[config.mk]
export PLATFORM = sky130hd
export DESIGN_NAME = dts_top
export DESIGN_NICKNAME = d
export VERILOG_FILES = /design/src/inc/dts_pkg.sv /design/src/logic/dts_startup.sv /design/src/logic/dts_top.sv
export VERILOG_INCLUDE_DIRS = /design/src /design/src/inc
export SDC_FILE = /design/constraint.sdc
export NUM_CORES = 1
export LEC_CHECK = 0
export BUFFER_PORTS_ARGS = -buffer_cell sky130_fd_sc_hd__buf_2
export CORE_ASPECT_RATIO = 1.4
export CORE_MARGIN = 3
export CORE_UTILIZATION = 56
export CTS_CLUSTER_SIZE = 12
export DETAILED_ROUTE_END_ITERATION = 10
export GPL_TIMING_DRIVEN = 0
export PLACE_DENSITY = 0.77
export SETUP_SLACK_MARGIN = 0.3
export SLEW_MARGIN = 20
export SYNTH_ARGS = -nofsm -noshare
export SYNTH_HDL_FRONTEND = slang
export SYNTH_SLANG_ARGS = --single-unit
[constraint.sdc]
create_clock -name pclk -period 4.9 [get_ports pclk]
set_input_delay 0.98 -clock pclk [delete_from_list [all_inputs] [get_ports pclk]]
set_output_delay 0.98 -clock pclk [all_outputs]
set_load 0.01 [all_outputs]
[src/inc/dts_defines.svh]
// constants for the ddr transmit serializer: offsets, fields, counts
// assumes a 200 MHz pclk acting as the fast edge clock
`ifndef DTS_DEFINES_SVH
`define DTS_DEFINES_SVH
`define DTS_CTRL_OFF 12'h000
`define DTS_STAT_OFF 12'h004
`define DTS_CTRL_RST 32'h0100_0000
`define DTS_F_GEAR 0
`define DTS_F_CENT 4
`define DTS_F_TRI 8
`define DTS_F_DLYDYN 12
`define DTS_F_DLY 16
`define DTS_F_RDYSRC 20
`define DTS_F_STOPEN 24
`define DTS_STOP_CYC 4'h4
`define DTS_DIV_CYC 4'h2
`define DTS_SER_CYC 4'h2
`define DTS_CLK_ALT 10'h155
`define DTS_CLK_71 10'h063
`endif

[src/inc/dts_pkg.sv]
// types for the ddr transmit serializer
// assumes dts_defines.svh supplies the numbers
package dts_pkg;
    typedef enum logic [2:0] {
        DTS_G_X1 = 3'b000,
        DTS_G_X2 = 3'b001,
        DTS_G_X4 = 3'b010,
        DTS_G_X5 = 3'b011,
        DTS_G_71 = 3'b100,
        DTS_G_DPHY = 3'b101
    } dts_gear_t;

    typedef enum logic [2:0] {
        DTS_S_IDLE = 3'b000,
        DTS_S_LOCK = 3'b001,
        DTS_S_STOP = 3'b010,
        DTS_S_DIVREL = 3'b011,
        DTS_S_SERREL = 3'b100,
        DTS_S_RUN = 3'b101
    } dts_state_t;

    typedef struct packed {
        logic stop_en;
        logic rdy_src;
        logic [2:0] dly;
        logic dly_dyn;
        logic tri_en;
        logic cent;
        logic [2:0] gear;
    } dts_ctrl_t;

    typedef struct packed {
        logic stop;
        logic div_rst;
        logic ser_rst;
        logic done;
    } dts_sync_t;
endpackage

[src/logic/dts_startup.sv]
// startup sequencer: edge clock stop, divider reset, serializer reset
// assumes restart is a one-cycle pulse in the pclk domain
`include "dts_defines.svh"
module dts_startup import dts_pkg::*; (
    input wire logic pclk,
    input wire logic presetn,
    input wire logic restart,
    input wire logic stop_en,
    input wire logic need_lock,
    input wire logic pll_lock,
    output dts_sync_t sync_q,
    output dts_state_t state_q
);
    dts_state_t state_d;
    logic [3:0] cnt_q;
    logic [3:0] cnt_d;
    dts_sync_t sync_d;
    wire logic cnt_end = (cnt_q == 4'h0);

    always_comb begin
        state_d = state_q;
        cnt_d = cnt_end ? 4'h0 : cnt_q - 4'h1;
        unique case (state_q)
            DTS_S_IDLE: begin
                state_d = DTS_S_LOCK;
            end
            DTS_S_LOCK: begin
                if (!need_lock || pll_lock) begin
                    state_d = DTS_S_STOP;
                    cnt_d = `DTS_STOP_CYC;
                end
            end
            DTS_S_STOP: begin
                if (cnt_end) begin
                    state_d = DTS_S_DIVREL;
                    cnt_d = `DTS_DIV_CYC;
                end
            end
            DTS_S_DIVREL: begin
                if (cnt_end) begin
                    state_d = DTS_S_SERREL;
                    cnt_d = `DTS_SER_CYC;
                end
            end
            DTS_S_SERREL: begin
                if (cnt_end) begin
                    state_d = DTS_S_RUN;
                end
            end
            DTS_S_RUN: begin
                state_d = DTS_S_RUN;
            end
            default: begin
                state_d = DTS_S_IDLE;
            end
        endcase
        if (restart) begin
            state_d = DTS_S_LOCK;
        end
    end

    // resets fall one after another while the edge clock is held stopped
    always_comb begin
        sync_d.stop = stop_en && (state_d != DTS_S_RUN);
        sync_d.div_rst = (state_d != DTS_S_SERREL) && (state_d != DTS_S_RUN)
            && (state_d != DTS_S_DIVREL);
        sync_d.ser_rst = (state_d != DTS_S_SERREL) && (state_d != DTS_S_RUN);
        sync_d.done = (state_d == DTS_S_RUN);
    end

    always_ff @(posedge pclk or negedge presetn) begin
        if (!presetn) begin
            state_q <= DTS_S_IDLE;
            cnt_q <= 4'h0;
            sync_q <= 4'b1110;
        end else begin
            state_q <= state_d;
            cnt_q <= cnt_d;
            sync_q <= sync_d;
        end
    end

    chk_order_div_ser: assert property (@(posedge pclk) disable iff (!presetn)
        $fell(sync_q.ser_rst) |-> !sync_q.div_rst && $past(!sync_q.div_rst))
        else $error("serializer reset released before divider");
    chk_stop_align: assert property (@(posedge pclk) disable iff (!presetn)
        $fell(sync_q.ser_rst) && stop_en |-> sync_q.stop ##1 sync_q.stop)
        else $error("alignment not done under stop");
    chk_done_after: assert property (@(posedge pclk) disable iff (!presetn)
        $rose(sync_q.done) |-> !sync_q.ser_rst && !sync_q.stop && $past(!sync_q.ser_rst, 2))
        else $error("ready before serializers synchronized");
    cov_startup: cover property (@(posedge pclk) disable iff (!presetn)
        $rose(sync_q.done));
endmodule // dts_startup

[src/logic/dts_top.sv]
// ddr transmit serializer with apb control, startup sync, delay, tri-state
// assumes pclk is the fast edge clock; pins take four quarter samples per cycle
`include "dts_defines.svh"
module dts_top import dts_pkg::*; #(
    parameter int LANES = 4,
    parameter int WMAX = 10,
    parameter int DMAX = 7,
    parameter logic [2:0] STATIC_DLY = 3'h0
) (
    input wire logic pclk,
    input wire logic presetn,
    input wire logic psel,
    input wire logic penable,
    input wire logic pwrite,
    input wire logic [11:0] paddr,
    input wire logic [31:0] pwdata,
    output logic [31:0] prdata,
    output logic pready,
    output logic pslverr,
    input wire logic [LANES*WMAX-1:0] high_speed_tx_word,
    input wire logic tristate_in,
    input wire logic pll_lock,
    output logic word_strobe,
    output logic [3:0] slow_clk_q4,
    output logic [LANES*4-1:0] pin_data_q4,
    output logic [LANES-1:0] pin_data_oe_n,
    output logic [3:0] pin_clk_q4,
    output logic edge_clock_stop,
    output logic ready
);
    localparam int BW = 12;
    localparam logic [31:0] CTRL_RST = `DTS_CTRL_RST;
    localparam dts_ctrl_t CTRL_RST_F = '{
        stop_en: CTRL_RST[`DTS_F_STOPEN],
        rdy_src: CTRL_RST[`DTS_F_RDYSRC],
        dly: CTRL_RST[`DTS_F_DLY +: 3],
        dly_dyn: CTRL_RST[`DTS_F_DLYDYN],
        tri_en: CTRL_RST[`DTS_F_TRI],
        cent: CTRL_RST[`DTS_F_CENT],
        gear: CTRL_RST[`DTS_F_GEAR +: 3]
    };

    dts_ctrl_t ctrl_q;
    logic restart_q;
    dts_sync_t sync_q;
    dts_state_t state_q;
    logic [3:0] cnt_q;
    logic [3:0] cnt_d;
    logic [4:0] pos_q;
    logic [4:0] pos_d;
    logic prev3_q;
    logic tri_q;
    logic [(LANES+1)*4-1:0] q4_q;
    logic [LANES*4-1:0] dly_q [DMAX];

    // apb decode
    wire logic acc = psel && penable && !pready;
    wire logic done_acc = psel && penable && pready;
    wire logic hit_ctrl = (paddr == `DTS_CTRL_OFF);
    wire logic hit_stat = (paddr == `DTS_STAT_OFF);
    wire logic wr_ctrl = done_acc && pwrite && hit_ctrl;
    wire logic [31:0] ctrl_rd = {7'h0, ctrl_q.stop_en, 3'h0, ctrl_q.rdy_src, 1'b0,
        ctrl_q.dly, 3'h0, ctrl_q.dly_dyn, 3'h0, ctrl_q.tri_en, 3'h0, ctrl_q.cent,
        1'b0, ctrl_q.gear};
    wire logic [31:0] stat_rd = {17'h0, state_q, 4'h0, cnt_q, tri_q, edge_clock_stop,
        sync_q.done, ready};
    wire logic [31:0] rd_mux = hit_ctrl ? ctrl_rd : (hit_stat ? stat_rd : 32'h0);

    // control fields
    wire dts_gear_t gear = dts_gear_t'(ctrl_q.gear);
    wire logic is_dphy = (gear == DTS_G_DPHY);
    wire logic cent = ctrl_q.cent || is_dphy;
    wire logic [3:0] wbits = (gear == DTS_G_X1) ? 4'h2 :
        (gear == DTS_G_X2) ? 4'h4 :
        (gear == DTS_G_X5) ? 4'ha :
        (gear == DTS_G_71) ? 4'h7 : 4'h8;
    wire logic [4:0] period = {wbits, 1'b0};
    wire logic [WMAX-1:0] wmask = WMAX'((11'h1 << wbits) - 11'h1);
    wire logic [WMAX-1:0] clk_word = (gear == DTS_G_71) ? `DTS_CLK_71 : `DTS_CLK_ALT;
    wire logic run = !sync_q.ser_rst && !sync_q.stop;
    wire logic div_run = !sync_q.div_rst && !sync_q.stop;
    wire logic load = run && (cnt_q < 4'h2);
    wire logic [2:0] dly_sel = ctrl_q.dly_dyn ? ctrl_q.dly : STATIC_DLY;

    // word counter: bits held, refilled before running dry
    always_comb begin
        cnt_d = cnt_q;
        if (sync_q.ser_rst) begin
            cnt_d = 4'h0;
        end else if (run) begin
            cnt_d = cnt_q + (load ? wbits : 4'h0) - 4'h2;
        end
    end

    // slow clock position in half bits, one per quarter sample
    wire logic [4:0] pos_p4 = pos_q + 5'h4;
    always_comb begin
        pos_d = pos_q;
        if (sync_q.div_rst) begin
            pos_d = 5'h0;
        end else if (div_run) begin
            pos_d = (pos_p4 >= period) ? pos_p4 - period : pos_p4;
        end
    end

    wire logic [3:0] sclk_d;
    genvar k;
    generate
        for (k = 0; k < 4; k++) begin : g_sclk
            wire logic [4:0] p = pos_q + 5'(k);
            wire logic [4:0] pm = (p >= period) ? p - period : p;
            assign sclk_d[k] = div_run && (pm < {1'b0, wbits});
        end
    endgenerate

    // one serializer per data lane plus the forwarded clock lane
    genvar l;
    generate
        for (l = 0; l <= LANES; l++) begin : g_lane
            logic [BW-1:0] buf_q;
            wire logic [WMAX-1:0] src = (l < LANES) ?
                high_speed_tx_word[(l < LANES ? l : 0)*WMAX +: WMAX] : clk_word;
            wire logic [BW-1:0] add = BW'(src & wmask) << cnt_q;
            wire logic [BW-1:0] merged = load ? (buf_q | add) : buf_q;
            wire logic [1:0] pair = merged[1:0];
            always_ff @(posedge pclk or negedge presetn) begin
                if (!presetn) begin
                    buf_q <= '0;
                end else if (sync_q.ser_rst) begin
                    buf_q <= '0;
                end else if (run) begin
                    buf_q <= merged >> 2;
                end
            end
            always_ff @(posedge pclk or negedge presetn) begin
                if (!presetn) begin
                    q4_q[l*4 +: 4] <= 4'h0;
                end else begin
                    q4_q[l*4 +: 4] <= run ? {pair[1], pair[1], pair[0], pair[0]} : 4'h0;
                end
            end
        end
    endgenerate

    wire logic [3:0] clk_raw = q4_q[LANES*4 +: 4];
    wire logic [3:0] clk_cent = {clk_raw[2:0], prev3_q};
    wire logic [LANES*4-1:0] data_raw = q4_q[LANES*4-1:0];
    wire logic [LANES*4-1:0] data_dly = (dly_sel == 3'h0) ? data_raw : dly_q[dly_sel - 3'h1];

    always_ff @(posedge pclk or negedge presetn) begin
        if (!presetn) begin
            ctrl_q <= CTRL_RST_F;
            restart_q <= 1'b0;
        end else begin
            restart_q <= wr_ctrl;
            if (wr_ctrl) begin
                ctrl_q.gear <= pwdata[`DTS_F_GEAR +: 3];
                ctrl_q.cent <= pwdata[`DTS_F_CENT];
                ctrl_q.tri_en <= pwdata[`DTS_F_TRI];
                ctrl_q.dly_dyn <= pwdata[`DTS_F_DLYDYN];
                ctrl_q.dly <= pwdata[`DTS_F_DLY +: 3];
                ctrl_q.rdy_src <= pwdata[`DTS_F_RDYSRC];
                ctrl_q.stop_en <= pwdata[`DTS_F_STOPEN];
            end
        end
    end

    always_ff @(posedge pclk or negedge presetn) begin
        if (!presetn) begin
            pready <= 1'b0;
            pslverr <= 1'b0;
            prdata <= 32'h0;
        end else begin
            pready <= acc;
            pslverr <= acc && !hit_ctrl && !hit_stat;
            prdata <= (acc && !pwrite) ? rd_mux : 32'h0;
        end
    end

    always_ff @(posedge pclk or negedge presetn) begin
        if (!presetn) begin
            cnt_q <= 4'h0;
            pos_q <= 5'h0;
            prev3_q <= 1'b0;
        end else begin
            cnt_q <= cnt_d;
            pos_q <= pos_d;
            prev3_q <= clk_raw[3];
        end
    end

    always_ff @(posedge pclk) begin
        dly_q[0] <= data_raw;
    end
    genvar d;
    generate
        for (d = 1; d < DMAX; d++) begin : g_dly
            always_ff @(posedge pclk) begin
                dly_q[d] <= dly_q[d-1];
            end
        end
    endgenerate

    always_ff @(posedge pclk or negedge presetn) begin
        if (!presetn) begin
            tri_q <= 1'b1;
            pin_data_oe_n <= '1;
            pin_data_q4 <= '0;
            pin_clk_q4 <= 4'h0;
            slow_clk_q4 <= 4'h0;
            word_strobe <= 1'b0;
            edge_clock_stop <= 1'b0;
            ready <= 1'b0;
        end else begin
            tri_q <= ctrl_q.tri_en || tristate_in;
            pin_data_oe_n <= {LANES{tri_q}};
            pin_data_q4 <= data_dly;
            pin_clk_q4 <= cent ? clk_cent : clk_raw;
            slow_clk_q4 <= sclk_d;
            word_strobe <= load;
            edge_clock_stop <= sync_q.stop;
            ready <= ctrl_q.rdy_src ? pll_lock : sync_q.done;
        end
    end

    dts_startup u_startup (
        .pclk(pclk),
        .presetn(presetn),
        .restart(restart_q),
        .stop_en(ctrl_q.stop_en),
        .need_lock(cent),
        .pll_lock(pll_lock),
        .sync_q(sync_q),
        .state_q(state_q)
    );

    chk_x1_every: assert property (@(posedge pclk) disable iff (!presetn)
        run && gear == DTS_G_X1 && $past(run) |-> load)
        else $error("x1 word not taken every cycle");
    chk_x2_space: assert property (@(posedge pclk) disable iff (!presetn)
        load && gear == DTS_G_X2 ##1 run [*2] |-> ##0 $past(!load) && load)
        else $error("x2 word spacing wrong");
    chk_x4_space: assert property (@(posedge pclk) disable iff (!presetn)
        load && gear == DTS_G_X4 && !restart_q |=> !load [*3] ##1 (load || !run))
        else $error("x4 word spacing wrong");
    chk_x5_space: assert property (@(posedge pclk) disable iff (!presetn)
        load && gear == DTS_G_X5 && !restart_q |=> !load [*4] ##1 (load || !run))
        else $error("x5 word spacing wrong");
    chk_s71_space: assert property (@(posedge pclk) disable iff (!presetn)
        load && gear == DTS_G_71 && !restart_q |-> ##[3:4] (load || !run))
        else $error("seven to one spacing wrong");
    chk_fwd_align: assert property (@(posedge pclk) disable iff (!presetn)
        run && !cent && gear != DTS_G_71 && !restart_q && $past(run, 2)
        |=> pin_clk_q4 == 4'h3)
        else $error("aligned forwarded clock wrong");
    chk_fwd_cent: assert property (@(posedge pclk) disable iff (!presetn)
        run && cent && gear != DTS_G_71 && !restart_q && $past(run, 3)
        |=> pin_clk_q4 == 4'h6)
        else $error("centered clock not 90 degrees late");
    chk_bit_first: assert property (@(posedge pclk) disable iff (!presetn)
        load && cnt_q == 4'h0 |=> q4_q[1:0] == {2{$past(high_speed_tx_word[0])}})
        else $error("bit zero not sent first");
    chk_tri_reg: assert property (@(posedge pclk) disable iff (!presetn)
        tristate_in |=> ##1 pin_data_oe_n == '1)
        else $error("tri-state not applied after i/o register");
    chk_ready_src: assert property (@(posedge pclk) disable iff (!presetn)
        !ctrl_q.rdy_src && !sync_q.done |=> !ready)
        else $error("ready high before startup done");
    cov_dphy_run: cover property (@(posedge pclk) disable iff (!presetn)
        is_dphy && run && load);
    cov_71_run: cover property (@(posedge pclk) disable iff (!presetn)
        gear == DTS_G_71 && load ##3 load ##4 load);
    cov_dyn_dly: cover property (@(posedge pclk) disable iff (!presetn)
        ctrl_q.dly_dyn && ctrl_q.dly != 3'h0 && run);
endmodule // dts_top

==> flow_metrics.py <==
metrics = {
    "timing": {
        "setup_tns_ps": 0,
        "slew_headroom_pct": 54.81,
        "tightest_slew_ps": 677.8,
        "max_freq_mhz": 248.7,
        "fin_crit_sh_pct": 82.06,
        "hold_viol": 0,
        "skew_ps": 13.36,
        "rsz0062_at_grt": "no",
        "holdWs_ps": 345.3,
        "finalSetupViolCount": 0,
        "finalCriticalPeriod_ps": 4021,
        "drv_slew": 0,
    },
    "hold_path": {
        "min_from": "dly_q[1][1]",
        "worstHoldPathType": "register to register",
        "holdPathEnd": "dly_q[2][1]",
        "min_path_cells": 0,
    },
    "logic_synthesis": {
        "synth_top_area_cell": "dfrtp_1",
        "synth_cell_type_count": 65,
        "yosys.cell_count.top_type": "dfrtp_1",
        "yosys-top-cells-count": "dfrtp_1 (126), nand2_1 (86), dfxtp_1 (56), a21oi_1 (52), nor2_1 (52)",
        "syn_area_sq_mm": 0.008865,
        "yosys_warnings": 0,
        "synthTopCellsByArea": "dfrtp_1 (36%), dfxtp_1 (13%), ha_1 (5.6%)",
        "synthCells": 851,
        "async_flop_share_pct": 70.21,
        "synth_area_per_cell_sq_um": 10.42,
        "ys_ff_latch": 188,
        "synth_edf_count": 0,
        "synth_top_area_share_pct": 35.57,
        "ys.flop_type": "dfrtp_1",
        "ys_seq_area_share_pct": 49.99,
    },
    "run": {
        "max-cap-violations": 0,
    },
    "clock_network": {
        "cts_inserted_buffers": 17,
        "insertion_delay_ps": 440,
        "ctsHtreeMaxLevel": 4,
        "clock_sink_count": 188,
        "cts_tree": "built",
        "cts.clk_slew.worst_paths_ps": 90,
        "clock_path_buffers": 2,
        "cts-root-buf": "clkbuf_16",
    },
    "final_layout": {
        "diodes": 0,
        "area_growth_pct": 17.67,
        "multi_input_comb_area_sq_mm": 0.003979,
        "fill_cells": 1192,
        "seq_area_sq_mm": 0.004432,
        "fin_nets": 1142,
        "drive_gt1_share_pct": 22.20,
    },
    "critical_path": {
        "cp.arrival_ps": 4330,
        "r2r_end": "slow_clk_q4[1]",
        "required_ps": 5210,
        "crit_fanout": 10,
        "critPathKind": "register to register",
        "worst_r2r_path_depth": 15,
        "rrSetupSlack_ps": 880,
        "start_kind": "register",
        "r2r_start": "gear[1]",
        "end_kind": "register",
    },
    "floorplan": {
        "dieHeight_um": 154.9,
        "die_area_sq_mm": 0.01740,
        "pin_count": 156,
        "rows": 53,
        "core_area_sq_mm": 0.01525,
        "start_util_pct": 58.12,
        "die_width_um": 112.3,
    },
    "grt": {
        "grtUsageTotal_pct": 25.28,
        "grt_pass1_wl_um": 34780,
        "grt_overflow": 0,
        "grt_pass1_vias": 7062,
        "grt_max_degree": 84,
        "antenna_found_initial": 0,
    },
    "placed_design": {
        "gp_congestion": 0.9196,
        "numPortBuffers": 119,
        "dpl.hpwl_um": 15970,
    },
    "routing": {
        "drtPass1Iterations": 5,
        "antenna_left": 0,
        "vias": 6877,
        "avgRoutedWirePerCell_um": 17.89,
        "routed_wirelength_um": 21640,
        "viasPerCell": 5.683,
        "route.detailed.drc": 0,
        "drtIter0Drc": 497,
    },
    "power": {
        "p_leak_nw": 4.943,
        "irDropWorstVdd_uv": 326.4,
        "p_per_area_mw_per_mm2": 430.2,
        "p_total_mw": 4.488,
    },
    "status": {
        "status": "completed",
    },
}
metrics by stage:
stage / worst slack (ps) / area [sq um] / util [%] / std cells
3_5_place_dp: 360.4 / 9794 / 64.22 / 1178
3_3_place_gp: 378.1 / 9757 / 63.97 / 1177
2_1_floorplan: 1200 / 8921 / - / 866
4_1_cts: 318.0 / 10420 / 68.34 / 1210
6_report: 879.1 / 10430 / 68.39 / 1210
5_1_grt: 402.4 / 10430 / 68.39 / 1210
critical path, cell delays in order, from the launching register on:
cell and delay, ps:
dfrtp_1 420, buf_2 210, nor2_1 410, nand2_1 240, inv_2 140, ha_1 180
inv_1 50, fa_1 400, a21o_1 180, a21oi_1 440, mux2_1 380, ha_1 270
o21a_1 100, o21ai_1 110, nand2_1 60, a211oi_1 310
cells by family (layout without fill, tap and decap cells):
family	count (synthesis)	after routing	synth area share (%)
compound gates	186	186	13.34
other cells	2	17	0.08472
xor+xnor	20	20	2.061
mux	59	59	8.059
fa+ha+maj	46	46	7.001
simple gates	249	249	13.62
buf+inv	101	253	5.843
flops	188	188	49.99
registers in the layout (all words and copies together) (netlist names), 2 cells and up:
name,cells
clk_raw,2
cnt_q,4
ctrl_q,8
data_raw,8
dly_q,56
g_lane.buf_q,50
gear,3
pin_clk_q4,4
pin_data_q4,8
pos_q,4
prdata,17
slow_clk_q4,4
u_startup.cnt_q,4
u_startup.state_q,3
u_startup.sync_q,4
routing by layer:
metal	vias to the layer above	track usage (%)	routed length (um)
met5	-	0	0
met4	0	10.42	745
met3	48	4.280	934
met2	225	46.86	11730
met1	3353	28.60	8229
li1	3251	-	-
placed cells by master (no fill, tap or decap), types with 12 or more instances in the layout:
cell type	count
and2_1	21
mux2_1	18
clkbuf_1	28
a21oi_1	52
conb_1	17
buf_2	130
nor2b_1	15
o22ai_1	14
clkbuf_16	17
o21ai_1	38
mux2i_1	32
nand2b_1	12
nor2_1	51
buf_4	29
nor3_1	21
ha_1	40
dfxtp_1	56
nand2_1	86
dfrtp_1	126
o21ai_0	13
inv_1	20
what timing repair did:
action,4_1_cts,5_1_grt
hold buffers,0,0
endpoints found under the hold margin,0,0
buffers inserted,0,0
endpoints found under the setup margin,0,2
gates resized for setup,0,2
layout make-up:
cell class | instances | share of cell area [%]
flip-flops and latches | 188 | 42.49
multi-input cells | 577 | 38.14
repair buffers | 120 | 6.069
clock buffers | 17 | 4.078
plain buffers | 75 | 4.030
well taps | 192 | 2.303
clock inverters | 15 | 1.955
inverters | 26 | 0.9356
power by group:
part	internal [mW]	switching (mW)
registers	1.68	0.116
clock network	0.715	0.715
logic	0.528	0.734
total	2.92	1.57
how the worst max path moves through the flow:
stage                       start        endpoint  slack (ps)  cells past startpoint
after CTS                 gear[0]  slow_clk_q4[3]         320                     18
after global routing      gear[0]  slow_clk_q4[3]         400                     18
after global placement    gear[0]  slow_clk_q4[3]         380                     17
after detailed placement  gear[0]  slow_clk_q4[3]         360                     17
after floorplan           gear[0]  slow_clk_q4[3]        1200                     18
final                     gear[1]  slow_clk_q4[1]         880                     15
(Power assumes the default switching activity.)
